[config.mk]
export PLATFORM = sky130hd
export DESIGN_NAME = fols_scheduler
export DESIGN_NICKNAME = d
export VERILOG_FILES = /design/src/verilog/fols_pkg.sv /design/src/verilog/fols_scheduler.sv
export SDC_FILE = /design/constraint.sdc
export NUM_CORES = 1
export LEC_CHECK = 0
export CELL_PAD_IN_SITES_DETAIL_PLACEMENT = 0
export CELL_PAD_IN_SITES_GLOBAL_PLACEMENT = 1
export CORE_MARGIN = 10
export CORE_UTILIZATION = 38
export CTS_CLUSTER_DIAMETER = 40
export DETAILED_ROUTE_END_ITERATION = 16
export DONT_BUFFER_PORTS = 1
export GPL_ROUTABILITY_DRIVEN = 0
export PLACE_DENSITY = 0.69
export SLEW_MARGIN = 5
export SYNTH_ARGS = -nofsm -noshare
export SYNTH_HDL_FRONTEND = slang
export SYNTH_SLANG_ARGS = --single-unit
export TNS_END_PERCENT = 5
[constraint.sdc]
create_clock -name MCLK_I -period 3.6 [get_ports MCLK_I]
set_input_delay 0.54 -clock MCLK_I [delete_from_list [all_inputs] [get_ports MCLK_I]]
set_output_delay 0.54 -clock MCLK_I [all_outputs]
set_load 0.03 [all_outputs]
[src/verilog/fols_pkg.sv]
package fols_pkg;

    // ------------------------------------------------------------
    // Operation classes
    // ------------------------------------------------------------
    typedef enum logic [3:0] {
        OP_NOP      = 4'h0,
        OP_SP32     = 4'h1,
        OP_CHAIN_SP = 4'h2,
        OP_DP_TO32  = 4'h3,
        OP_TO_DP    = 4'h4,
        OP_DP_ALU   = 4'h5,
        OP_DP_MUL   = 4'h6,
        OP_CHAIN_DP = 4'h7,
        OP_SP_DIV   = 4'h8,
        OP_SP_SQRT  = 4'h9,
        OP_DP_DIV   = 4'hA,
        OP_DP_SQRT  = 4'hB,
        OP_INT_DIV  = 4'hC,
        OP_INT_SQRT = 4'hD
    } fols_op_type;

    // ------------------------------------------------------------
    // Carriers
    // ------------------------------------------------------------
    typedef struct packed {
        logic        valid;
        fols_op_type op;
        logic [7:0]  tag;
    } fols_issue_type;

    typedef struct packed {
        logic        valid;
        fols_op_type op;
        logic [7:0]  tag;
    } fols_slot_type;

    typedef struct packed {
        logic        fresh;
        logic        valid;
        fols_op_type op;
        logic [7:0]  tag;
    } fols_result_type;

    // ------------------------------------------------------------
    // Pipeline settings and timing
    // ------------------------------------------------------------
    localparam logic [2:0] PSEL_ALL      = 3'h0;
    localparam logic [2:0] PSEL_IN_PIPE  = 3'h4;
    localparam logic [2:0] PSEL_IN       = 3'h6;
    localparam logic [2:0] PSEL_NONE     = 3'h7;
    localparam logic [2:0] PSEL_IN_OUT   = 3'h2;
    localparam int         PSEL_OUT_BIT  = 2;
    localparam logic [4:0] LAT_INVALID   = 5'h1F;
    localparam logic [4:0] LAT_BYPASS    = 5'h00;
    localparam int         SLOT_DEPTH    = 20;
    localparam logic [4:0] DP_DIV_LOAD   = 5'h0C;
    localparam logic [4:0] DP_SQRT_LOAD  = 5'h0F;
    localparam logic [4:0] GAP_OFFSET    = 5'h02;
    localparam logic [7:0] STATUS_RESET  = 8'h00;

endpackage

[src/verilog/fols_scheduler.sv]
`timescale 1ns/10ps
`default_nettype none

module fols_scheduler (
    input  wire logic                     MCLK_I,
    input  wire logic                     RST_N_I,
    input  wire logic [2:0]               PIPELINE_REGISTER_SELECT_I,
    input  wire fols_pkg::fols_issue_type ISSUE_I,
    input  wire logic [7:0]               STATUS_RAW_I,
    output logic                          LOAD_READY_O,
    output logic                          REFUSE_O,
    output logic                          DROP_O,
    output var fols_pkg::fols_result_type RESULT_O,
    output logic [7:0]                    STATUS_O
);

    // ------------------------------------------------------------
    // Latency lookup
    // ------------------------------------------------------------
    function automatic logic [4:0] latency(input fols_pkg::fols_op_type op, input logic [2:0] sel);
        logic [4:0] lat;
        logic [2:0] idx;
        idx = 3'h7;
        unique case (sel)
            fols_pkg::PSEL_ALL:     idx = 3'h0;
            fols_pkg::PSEL_IN_PIPE: idx = 3'h1;
            fols_pkg::PSEL_IN:      idx = 3'h2;
            fols_pkg::PSEL_NONE:    idx = 3'h3;
            fols_pkg::PSEL_IN_OUT:  idx = 3'h4;
            default:                idx = 3'h7;
        endcase
        lat = fols_pkg::LAT_INVALID;
        if (idx != 3'h7) begin
            unique case (op)
                // Chained single shares the single ALU column
                fols_pkg::OP_SP32, fols_pkg::OP_CHAIN_SP: begin
                    lat = (idx == 3'h0) ? 5'h03 : (idx == 3'h3) ? 5'h00 : (idx == 3'h2) ? 5'h01 : 5'h02;
                end
                fols_pkg::OP_DP_ALU, fols_pkg::OP_DP_TO32, fols_pkg::OP_TO_DP: begin
                    lat = (idx == 3'h0) ? 5'h04 : (idx == 3'h3) ? 5'h01 : (idx == 3'h2) ? 5'h02 : 5'h03;
                end
                fols_pkg::OP_DP_MUL, fols_pkg::OP_CHAIN_DP: begin
                    lat = (idx == 3'h0) ? 5'h05 : (idx == 3'h3) ? 5'h02 : (idx == 3'h2) ? 5'h03 : 5'h04;
                end
                fols_pkg::OP_SP_DIV:   lat = (idx == 3'h0 || idx == 3'h4) ? 5'h08 : 5'h07;
                fols_pkg::OP_SP_SQRT:  lat = (idx == 3'h0 || idx == 3'h4) ? 5'h0B : 5'h0A;
                fols_pkg::OP_DP_DIV:   lat = (idx == 3'h0 || idx == 3'h4) ? 5'h0E : 5'h0D;
                fols_pkg::OP_DP_SQRT:  lat = (idx == 3'h0 || idx == 3'h4) ? 5'h11 : 5'h10;
                fols_pkg::OP_INT_DIV:  lat = (idx == 3'h0 || idx == 3'h4) ? 5'h10 : 5'h0F;
                fols_pkg::OP_INT_SQRT: lat = (idx == 3'h0 || idx == 3'h4) ? 5'h14 : 5'h13;
                default:               lat = fols_pkg::LAT_INVALID;
            endcase
            // Iterative units have no flowthrough path
            if (idx == 3'h3 && op >= fols_pkg::OP_SP_DIV) begin
                lat = fols_pkg::LAT_INVALID;
            end
        end
        return lat;
    endfunction

    function automatic logic is_iter(input fols_pkg::fols_op_type op);
        return (op >= fols_pkg::OP_SP_DIV) && (op <= fols_pkg::OP_INT_SQRT);
    endfunction

    function automatic logic is_single(input fols_pkg::fols_op_type op);
        return (op == fols_pkg::OP_SP32) || (op == fols_pkg::OP_CHAIN_SP) || (op == fols_pkg::OP_SP_DIV) ||
               (op == fols_pkg::OP_SP_SQRT) || (op == fols_pkg::OP_INT_DIV) || (op == fols_pkg::OP_INT_SQRT);
    endfunction

    // ------------------------------------------------------------
    // State
    // ------------------------------------------------------------
    localparam int SLOT_DEPTH = fols_pkg::SLOT_DEPTH;

    fols_pkg::fols_slot_type slot_q [SLOT_DEPTH];
    fols_pkg::fols_slot_type slot_d [SLOT_DEPTH];
    fols_pkg::fols_slot_type held_q;
    logic [4:0]              hold_q;
    logic [4:0]              hold_d;
    logic                    skip_sp_q;
    logic                    skip_sp_d;
    logic                    held_long_q;
    logic [7:0]              status_q;

    // ------------------------------------------------------------
    // Issue decode
    // ------------------------------------------------------------
    wire logic [4:0] issue_lat  = latency(ISSUE_I.op, PIPELINE_REGISTER_SELECT_I);
    wire logic       issue_req  = ISSUE_I.valid && (ISSUE_I.op != fols_pkg::OP_NOP);
    wire logic       lat_bad    = (issue_lat == fols_pkg::LAT_INVALID);
    wire logic       sp_blocked = skip_sp_q && is_single(ISSUE_I.op);
    wire logic       accept     = issue_req && LOAD_READY_O && !lat_bad && !sp_blocked;
    wire logic       bypass     = accept && (issue_lat == fols_pkg::LAT_BYPASS);
    wire logic [4:0] load_gap   = (ISSUE_I.op == fols_pkg::OP_DP_DIV)  ? fols_pkg::DP_DIV_LOAD :
                                  (ISSUE_I.op == fols_pkg::OP_DP_SQRT) ? fols_pkg::DP_SQRT_LOAD :
                                  issue_lat - fols_pkg::GAP_OFFSET;
    wire logic       dp_long    = (ISSUE_I.op == fols_pkg::OP_DP_DIV) || (ISSUE_I.op == fols_pkg::OP_DP_SQRT);
    wire fols_pkg::fols_slot_type issue_slot = '{valid: 1'b1, op: ISSUE_I.op, tag: ISSUE_I.tag};

    assign LOAD_READY_O = (hold_q == 5'h00);
    assign REFUSE_O     = issue_req && LOAD_READY_O && lat_bad;
    assign DROP_O       = issue_req && LOAD_READY_O && !lat_bad && sp_blocked;

    // ------------------------------------------------------------
    // Landing slots and load gating
    // ------------------------------------------------------------
    // Write at index latency-1; reaches index 0 after that many clocks
    always_comb begin
        for (int i = 0; i < SLOT_DEPTH - 1; i++) begin
            slot_d[i] = slot_q[i + 1];
        end
        slot_d[SLOT_DEPTH - 1] = '0;
        for (int i = 0; i < SLOT_DEPTH; i++) begin
            if (accept && !bypass && (issue_lat == 5'(i + 1))) begin
                slot_d[i] = issue_slot;
            end
        end
    end

    // Divider is not pipelined, so loads wait out the gap
    assign hold_d = (accept && is_iter(ISSUE_I.op)) ? load_gap - 5'h01 :
                    (hold_q != 5'h00) ? hold_q - 5'h01 : 5'h00;

    // First load slot after a double multiply or a long double op drops single work
    assign skip_sp_d = (accept && ISSUE_I.op == fols_pkg::OP_DP_MUL) ||
                       (!accept && hold_q == 5'h01 && held_long_q);

    always_ff @(posedge MCLK_I) begin
        if (!RST_N_I) begin
            for (int i = 0; i < SLOT_DEPTH; i++) begin
                slot_q[i] <= '0;
            end
            held_q      <= '0;
            hold_q      <= 5'h00;
            skip_sp_q   <= 1'b0;
            held_long_q <= 1'b0;
            status_q    <= fols_pkg::STATUS_RESET;
        end else begin
            slot_q    <= slot_d;
            hold_q    <= hold_d;
            skip_sp_q <= skip_sp_d;
            status_q  <= STATUS_RAW_I;
            if (accept && is_iter(ISSUE_I.op)) begin
                held_long_q <= dp_long;
            end
            if (bypass) begin
                held_q <= '{valid: 1'b1, op: ISSUE_I.op, tag: ISSUE_I.tag};
            end else if (slot_q[0].valid) begin
                held_q <= slot_q[0];
            end
        end
    end

    // ------------------------------------------------------------
    // Result and status presentation
    // ------------------------------------------------------------
    // Result stays until the next one lands; a 32-bit follower thus ends it after one clock
    wire fols_pkg::fols_slot_type shown = bypass ? issue_slot :
                                          slot_q[0].valid ? slot_q[0] : held_q;

    assign RESULT_O = '{fresh: bypass || slot_q[0].valid, valid: shown.valid, op: shown.op, tag: shown.tag};
    // Transparent status trades a register stage for flowthrough speed
    assign STATUS_O = PIPELINE_REGISTER_SELECT_I[fols_pkg::PSEL_OUT_BIT] ? STATUS_RAW_I : status_q;

    // ------------------------------------------------------------
    // Checks
    // ------------------------------------------------------------
    AST_SP_ALL_THREE: assert property (@(posedge MCLK_I) disable iff (!RST_N_I)
        accept && ISSUE_I.op == fols_pkg::OP_SP32 && PIPELINE_REGISTER_SELECT_I == fols_pkg::PSEL_ALL
        |-> ##3 (RESULT_O.fresh && RESULT_O.tag == $past(ISSUE_I.tag, 3)))
        else $error("single op latency not three");

    AST_SP_FLOW_ZERO: assert property (@(posedge MCLK_I) disable iff (!RST_N_I)
        accept && ISSUE_I.op == fols_pkg::OP_SP32 && PIPELINE_REGISTER_SELECT_I == fols_pkg::PSEL_NONE
        |-> RESULT_O.fresh && RESULT_O.tag == ISSUE_I.tag)
        else $error("flowthrough result not immediate");

    AST_CHAIN_DP_FOUR: assert property (@(posedge MCLK_I) disable iff (!RST_N_I)
        accept && ISSUE_I.op == fols_pkg::OP_CHAIN_DP && PIPELINE_REGISTER_SELECT_I == fols_pkg::PSEL_IN_OUT
        |-> ##4 (RESULT_O.fresh && RESULT_O.op == fols_pkg::OP_CHAIN_DP))
        else $error("chained double latency not four");

    AST_DP_ALU_THREE: assert property (@(posedge MCLK_I) disable iff (!RST_N_I)
        accept && ISSUE_I.op == fols_pkg::OP_DP_ALU && PIPELINE_REGISTER_SELECT_I == fols_pkg::PSEL_IN_PIPE
        |-> ##3 (RESULT_O.fresh && RESULT_O.tag == $past(ISSUE_I.tag, 3)))
        else $error("double alu latency not three");

    AST_ITER_FLOW_REFUSED: assert property (@(posedge MCLK_I) disable iff (!RST_N_I)
        issue_req && LOAD_READY_O && is_iter(ISSUE_I.op) && PIPELINE_REGISTER_SELECT_I == fols_pkg::PSEL_NONE
        |-> REFUSE_O && !accept)
        else $error("divide accepted in flowthrough");

    AST_DP_DIV_GAP: assert property (@(posedge MCLK_I) disable iff (!RST_N_I)
        accept && ISSUE_I.op == fols_pkg::OP_DP_DIV |=> !LOAD_READY_O[*8] ##1 !LOAD_READY_O[*3] ##1 LOAD_READY_O)
        else $error("double divide load gap wrong");

    AST_DP_MUL_SKIP: assert property (@(posedge MCLK_I) disable iff (!RST_N_I)
        accept && ISSUE_I.op == fols_pkg::OP_DP_MUL ##1 (ISSUE_I.valid && is_single(ISSUE_I.op))
        |-> !accept)
        else $error("single op loaded right after double multiply");

    AST_STATUS_THRU: assert property (@(posedge MCLK_I) disable iff (!RST_N_I)
        PIPELINE_REGISTER_SELECT_I[2] |-> STATUS_O == STATUS_RAW_I)
        else $error("status not transparent");

    AST_STATUS_REG: assert property (@(posedge MCLK_I) disable iff (!RST_N_I)
        !PIPELINE_REGISTER_SELECT_I[2] && $past(RST_N_I) |-> STATUS_O == $past(STATUS_RAW_I))
        else $error("status not registered");

    AST_RESULT_HOLDS: assert property (@(posedge MCLK_I) disable iff (!RST_N_I)
        RESULT_O.valid ##1 !RESULT_O.fresh |-> RESULT_O.valid && $stable(RESULT_O.tag))
        else $error("result dropped without a new one");

endmodule

`default_nettype wire

==> metrics.yaml, run 1 <==
max_stage_delay_ns: 0.38
final.period_utilization: 0.918
slew_headroom: 0.563
ys_seq_area_frac: 0.546
yosys.area.top_type: "dfxtp_1"
die_w_um: 187
layout.nets: 1014
finalWirelength_mm: 19.4
pre_cts_slack_ns: 0.476
postCtsSetupBuffers: 0
route.met3.wl_um: 812
track_usage: 0.109
clkLatencyLatePin_ns: 0.51
core_region_area_um2: 27200
synth-seq-cells: 288
dpl_cell_area_um2: 10800
syn_inst: 1013
fin_area_um2: 12000
start_util: 0.389
yosys.cell_types.count: 64
cts_tree: "built"
crit_chain: "inv_1, ha_1, nor4b_4, and3_1, o211ai_1, nor2b_4, nand4_2, buf_4, mux2_2"
critPathKind: "flop to primary output"
leakage_uw: 0.00561
port_buffers: 0
row_count: 60
cellPowerDensity_nw_per_um2: 619
grt_pass1_vias: 6198
worst_ep_arrival_time_ns: 2.77
finalHoldViolCount: 0
pin_count: 51
synth_area_leaders: "dfxtp_1 55%, mux2i_1 13%, nor2_1 6.4%, and2_1 4.6%, mux2_2 2.0%"
ys.flop_type: "dfxtp_1"
grt_max_degree: 125
syn-num-nets: 1043
h-tree-depth: 2
antenna_found_initial: 0
syn_area_per_cell_um2: 10.4
cp_max_fo: 11
outcome: "finished clean"
final.setup_skew_ns: 0.0213
cts_inserted_buffers: 36
drt-met1-wl_mm: 9.44
num_vias: 6533
cp.required_ns: 3.06
clock-sinks: 288
place_hpwl_mm: 12.0
max_freq_mhz: 303
endpoint_kind: "primary output"
synth-async-reset-ratio: 0
tightest_slew_ns: 0.655
finalSetupViolations: 0
drive_above_1_share: 0.125
layout.cells.non_filler: 1382
fin_crit_ns: 3.31
synth-edff-count: 0
setup_tns_ns: 0
cap_viol_max_count: 0
ys.warnings.count: 0
rsz0062_at_grt: "false"
place_inst: 1318
die_y_um: 187
netlist.area_leader.share: 0.546
fin_ws_ns: 0.295
top_layer_used: "met4"
syn2layout_area_growth_pct: 13.9
drtIter0Drc: 354
cpMaxStageDelayCell: "mux2_2"
diodes: 0
drc: 0
cts_buffer_depth: 3
detail_route.wl_per_cell_um: 14.0
grt_pass1_wl_mm: 32.6
ant_nets: 0
critical_path.startpoint_type: "flop"
dieArea_um2: 34900
cts_hold_buffers: 0
holdCritPathClass: "input port to flop"
cts_root_buffer: "clkbuf_16"
viasPerCell: 4.73
gr-total-overflow: 0
drtPass1Iterations: 4
clk_pin_slew_worst_paths_ns: 0.06
synth.cell_area_um2: 10600
ir_drop_mv: 0.261
slew_violations: 0
wl_met2_mm: 8.79
per-stage QoR:
step | hold WS [ns] | util | power, µW
floorplan | 0.395 | - | 3780
global placement | 0.407 | 0.396 | 3820
detailed placement | 0.401 | 0.396 | 3830
CTS | 0.133 | 0.443 | 7540
global route | 0.133 | 0.443 | 7730
finish | 0.148 | 0.443 | 7440
cells in the final DEF (no fill, tap or decap), types with 5 or more instances in the layout:
master | netlist | layout
mux2_2 | 19 | 19
nand2b_1 | 13 | 13
a21oi_1 | 20 | 20
inv_1 | 15 | 14
buf_4 | 10 | 17
mux2i_1 | 138 | 138
o21ai_0 | 10 | 10
and2_1 | 78 | 78
clkbuf_8 | 0 | 8
and3_1 | 28 | 28
nor3_1 | 9 | 9
nand2_1 | 20 | 20
nor2_1 | 180 | 180
mux2_4 | 10 | 10
o21a_1 | 25 | 25
clkbuf_16 | 0 | 36
dfxtp_1 | 288 | 288
clkinvlp_4 | 0 | 5
path summary, 6_finish.rpt:
path                            startpoint  slack, ns  cells after the start           to
worst max-delay path             hold_q[0]       0.29                      9  RESULT_O[0]
worst min-delay path            ISSUE_I[6]       0.15                      1    slot_q[6]
worst min register to register   slot_q[9]       0.41                      2   slot_q[22]
worst max register to register   hold_q[0]       0.75                      9   slot_q[69]
critical path: cells and delay by family, from the launching register on:
family | cells | cell delay, ns
and+or+nand+nor | 4 | 0.91
muxes | 1 | 0.38
DFF | 1 | 0.33
buffers and inverters | 2 | 0.28
adders and majority gates | 1 | 0.19
AOI/OAI and AO/OA | 1 | 0.16
kinds of logic (layout without fill, tap and decap cells):
family | count (synthesis) | count (layout) | share of synthesized area
simple gates | 366 | 366 | 0.180
flops | 288 | 288 | 0.546
mux | 167 | 167 | 0.165
buf+inv | 101 | 98 | 0.0449
compound gates | 82 | 82 | 0.0543
fa+ha+maj | 4 | 4 | 0.00474
xor+xnor | 4 | 4 | 0.00462
other cells | 1 | 1 | 0.000355
cell type report:
cell class / instances / area (µm²)
Fill cell: 2620 / 15100
Clock buffer: 46 / 1020
Timing Repair Buffer: 18 / 148
Sequential cell: 288 / 5770
Inverter: 16 / 62.6
Clock inverter: 18 / 241
Multi-Input combinational cell: 624 / 4330
Tap cell: 372 / 465
power by group:
part,switching [µW],internal (µW),total (µW)
Combinational,279,204,483
Clock,1370,2320,3680
Sequential,28.8,3250,3280
Total,1680,5770,7440
repair_timing:
item / CTS / global route
gates cloned: 0 / 0
gates resized for setup: 1 / 1
setup endpoints to repair: 11 / 12
routing by layer:
metal | up-vias | track usage
li1 | 3305 | -
met1 | 3117 | 0.145
met2 | 81 | 0.170
met3 | 30 | 0.0272
met4 | 0 | 0.0338
met5 | - | 0
Yosys cell counts (15+ instances only):
cell type / count
clkbuf_1: 44
and2_1: 78
buf_2: 28
nor2_1: 180
and3_1: 28
nand2_1: 20
a21oi_1: 20
mux2_2: 19
mux2i_1: 138
dfxtp_1: 288
inv_1: 15
o21a_1: 25
sequential cells by signal, indices dropped and copies added (netlist names):
signal,cells
held_q,13
slot_q,260
status_q,8
skip_sp_q,1
hold_q,5
held_long_q,1
Note: power is estimated with default switching activity, not from simulation.
==> inputs of run 2 (changes only) <==
--- a/config.mk
+++ b/config.mk
@@ -13,8 +13,8 @@
 export DETAILED_ROUTE_END_ITERATION = 16
 export DONT_BUFFER_PORTS = 1
 export GPL_ROUTABILITY_DRIVEN = 0
-export PLACE_DENSITY = 0.69
-export SLEW_MARGIN = 5
+export PLACE_DENSITY_LB_ADDON = 0.1
+export SLEW_MARGIN = 40
 export SYNTH_ARGS = -nofsm -noshare
 export SYNTH_HDL_FRONTEND = slang
 export SYNTH_SLANG_ARGS = --single-unit
==> run 2 against run 1 <==
Effect of this change: utilization up 0.82 points; worst setup slack better by 0.0020 ns; count of clock-buffer cells in the layout up 1; largest cell class unchanged; register-to-register slack better by 0.02 ns.
==> metrics.yaml, run 2 (same netlist as run 1, synthesis figures left out) <==
cellPowerDensity_nw_per_um2: 649  # +4.9%
grt_max_degree: 125  # unchanged
reg_top3: "slot_q x260, held_q x13, status_q x8"
final.period_utilization: 0.918  # about the same
pre_cts_slack_ns: 0.480  # +0.00482 ns
port_buffers: 0  # unchanged
fin_ws_ns: 0.297  # +0.00205 ns
cts_hold_buffers: 0  # unchanged
outcome: "finished clean"
cp_common_cell: "buf_4"
max_freq_mhz: 303  # about the same
h-tree-depth: 2  # unchanged
finish.utilization: 0.451  # +0.00824
rsz0062_at_grt: "false"
setup_tns_ns: 0  # unchanged
start_util: 0.389  # unchanged
finalHoldViolCount: 0  # unchanged
clk_pin_slew_worst_paths_ns: 0.06  # about the same
critical_path.startpoint_type: "flop"
ir_drop_mv: 0.430  # +65%
cts_inserted_buffers: 40  # +11%
gr-total-overflow: 0  # unchanged
slew_violations: 0  # unchanged
cpMaxStageDelayCell: "mux2_2"
grt_pass1_wl_mm: 34.0  # +4.3%
final_common_cell: "dfxtp_1"
dieArea_um2: 34900  # unchanged
worst_ep_arrival_time_ns: 2.76  # about the same
drtPass1Iterations: 5  # +1
finalSetupViolations: 0  # unchanged
worstHoldStart: "ISSUE_I[6]"
clkLatencyLatePin_ns: 0.52  # about the same
ctsResizeCount: 0  # -1
row_count: 60  # unchanged
layout.nets: 1022  # +0.79%
viasPerCell: 4.65  # -1.7%
drc: 0  # unchanged
cp_max_fo: 11  # unchanged
core_region_area_um2: 27200  # unchanged
detail_route.wl_per_cell_um: 14.6  # +3.9%
cts_tree: "built"
crit_chain: "inv_1, ha_1, nor4b_4, and3_1, o211ai_1, nor2b_1, buf_4, nand4_2, buf_4, mux2_2"
ant_nets: 0  # unchanged
num_vias: 6489  # -0.67%
max_stage_delay_ns: 0.38  # about the same
cts_buffer_depth: 3  # unchanged
track_usage: 0.116  # +0.00679
endpoint_kind: "primary output"
p_total_uw: 7960  # +6.9%
startpoint: "hold_q[0]"
die_w_um: 187  # unchanged
clock-sinks: 288  # unchanged
slew_headroom: 0.538  # -0.0247
drtIter0Drc: 276  # -22%
top_register: "slot_q"
tightest_slew_ns: 0.692  # +0.0364 ns
postCtsSetupBuffers: 0  # unchanged
drive_above_1_share: 0.136  # +0.0111
holdCritPathClass: "input port to flop"
antenna_found_initial: 0  # unchanged
pin_count: 51  # unchanged
place_hpwl_mm: 12.6  # +4.8%
largest_reg_flops: 260  # unchanged
leakage_uw: 0.00572  # +2.0%
cp.required_ns: 3.06  # about the same
cap_viol_max_count: 0  # unchanged
layout_common_cells: "288 x dfxtp_1, 180 x nor2_1, 138 x mux2i_1, 78 x and2_1, 42 x clkbuf_16"
grt_pass1_vias: 6295  # +1.6%
num-fill-cells: 2541  # -3.0%
die_y_um: 187  # unchanged
critPathKind: "flop to primary output"
r2r-start: "hold_q[0]"
syn2layout_area_growth_pct: 16.0
fin_crit_ns: 3.30  # -0.00205 ns
cts_root_buffer: "clkbuf_16"
finalWirelength_mm: 20.4  # +5.0%
final.setup_skew_ns: 0.0161  # -0.00515 ns
[run 2: final timing paths]
| kind | endpoint | slack (ns) | depth (start not counted) |
|---|---|---|---|
| setup / recovery | RESULT_O[0] | 0.30 | 10 |
| hold reg to reg | slot_q[22] | 0.41 | 2 |
| hold / removal | slot_q[6] | 0.15 | 1 |
| setup reg to reg | slot_q[65] | 0.77 | 9 |
[run 2: critical path, delay by kind of cell (launching register included)]
| family | cells | cell delay [ns] |
|---|---|---|
| fa+ha+maj | 1 | 0.18 |
| simple gates | 4 | 0.75 |
| mux | 1 | 0.38 |
| buf+inv | 3 | 0.47 |
| flops | 1 | 0.33 |
| compound gates | 1 | 0.13 |
[run 2: layout make-up]
type	count	area [µm²]	share of cell area
inverter	16	65.1	0.00531
antenna	1	2.50	0.000204
sequential	288	5770	0.470
clock inverter	26	359	0.0293
clock buffer	47	1110	0.0906
multi-input combinational	624	4320	0.353
tap	372	465	0.0380
timing repair buffer	22	165	0.0135
[run 2: per-layer routing]
layer  vias to the layer above  global-route usage  share of wire
met2                       101               0.183           0.45
met5                         -                   0              0
li1                       3320                   -              -
met3                        32              0.0294          0.052
met1                      3036               0.150           0.48
met4                         0              0.0400          0.021
[run 2: where the power goes]
| group | total [µW] | switching [µW] | internal [µW] |
|---|---|---|---|
| Clock | 4190 | 1460 | 2730 |
| Combinational | 487 | 280 | 207 |
| Sequential | 3280 | 28.4 | 3250 |
[run 2: through the flow]
step | hold slack, ns | cells | cell area (µm²)
CTS | 0.119 | 1395 | 12300
global placement | 0.403 | 1322 | 10800
finish | 0.150 | 1396 | 12300
global route | 0.131 | 1395 | 12300
floorplan | 0.395 | 1013 | 10600
detailed placement | 0.402 | 1322 | 10800
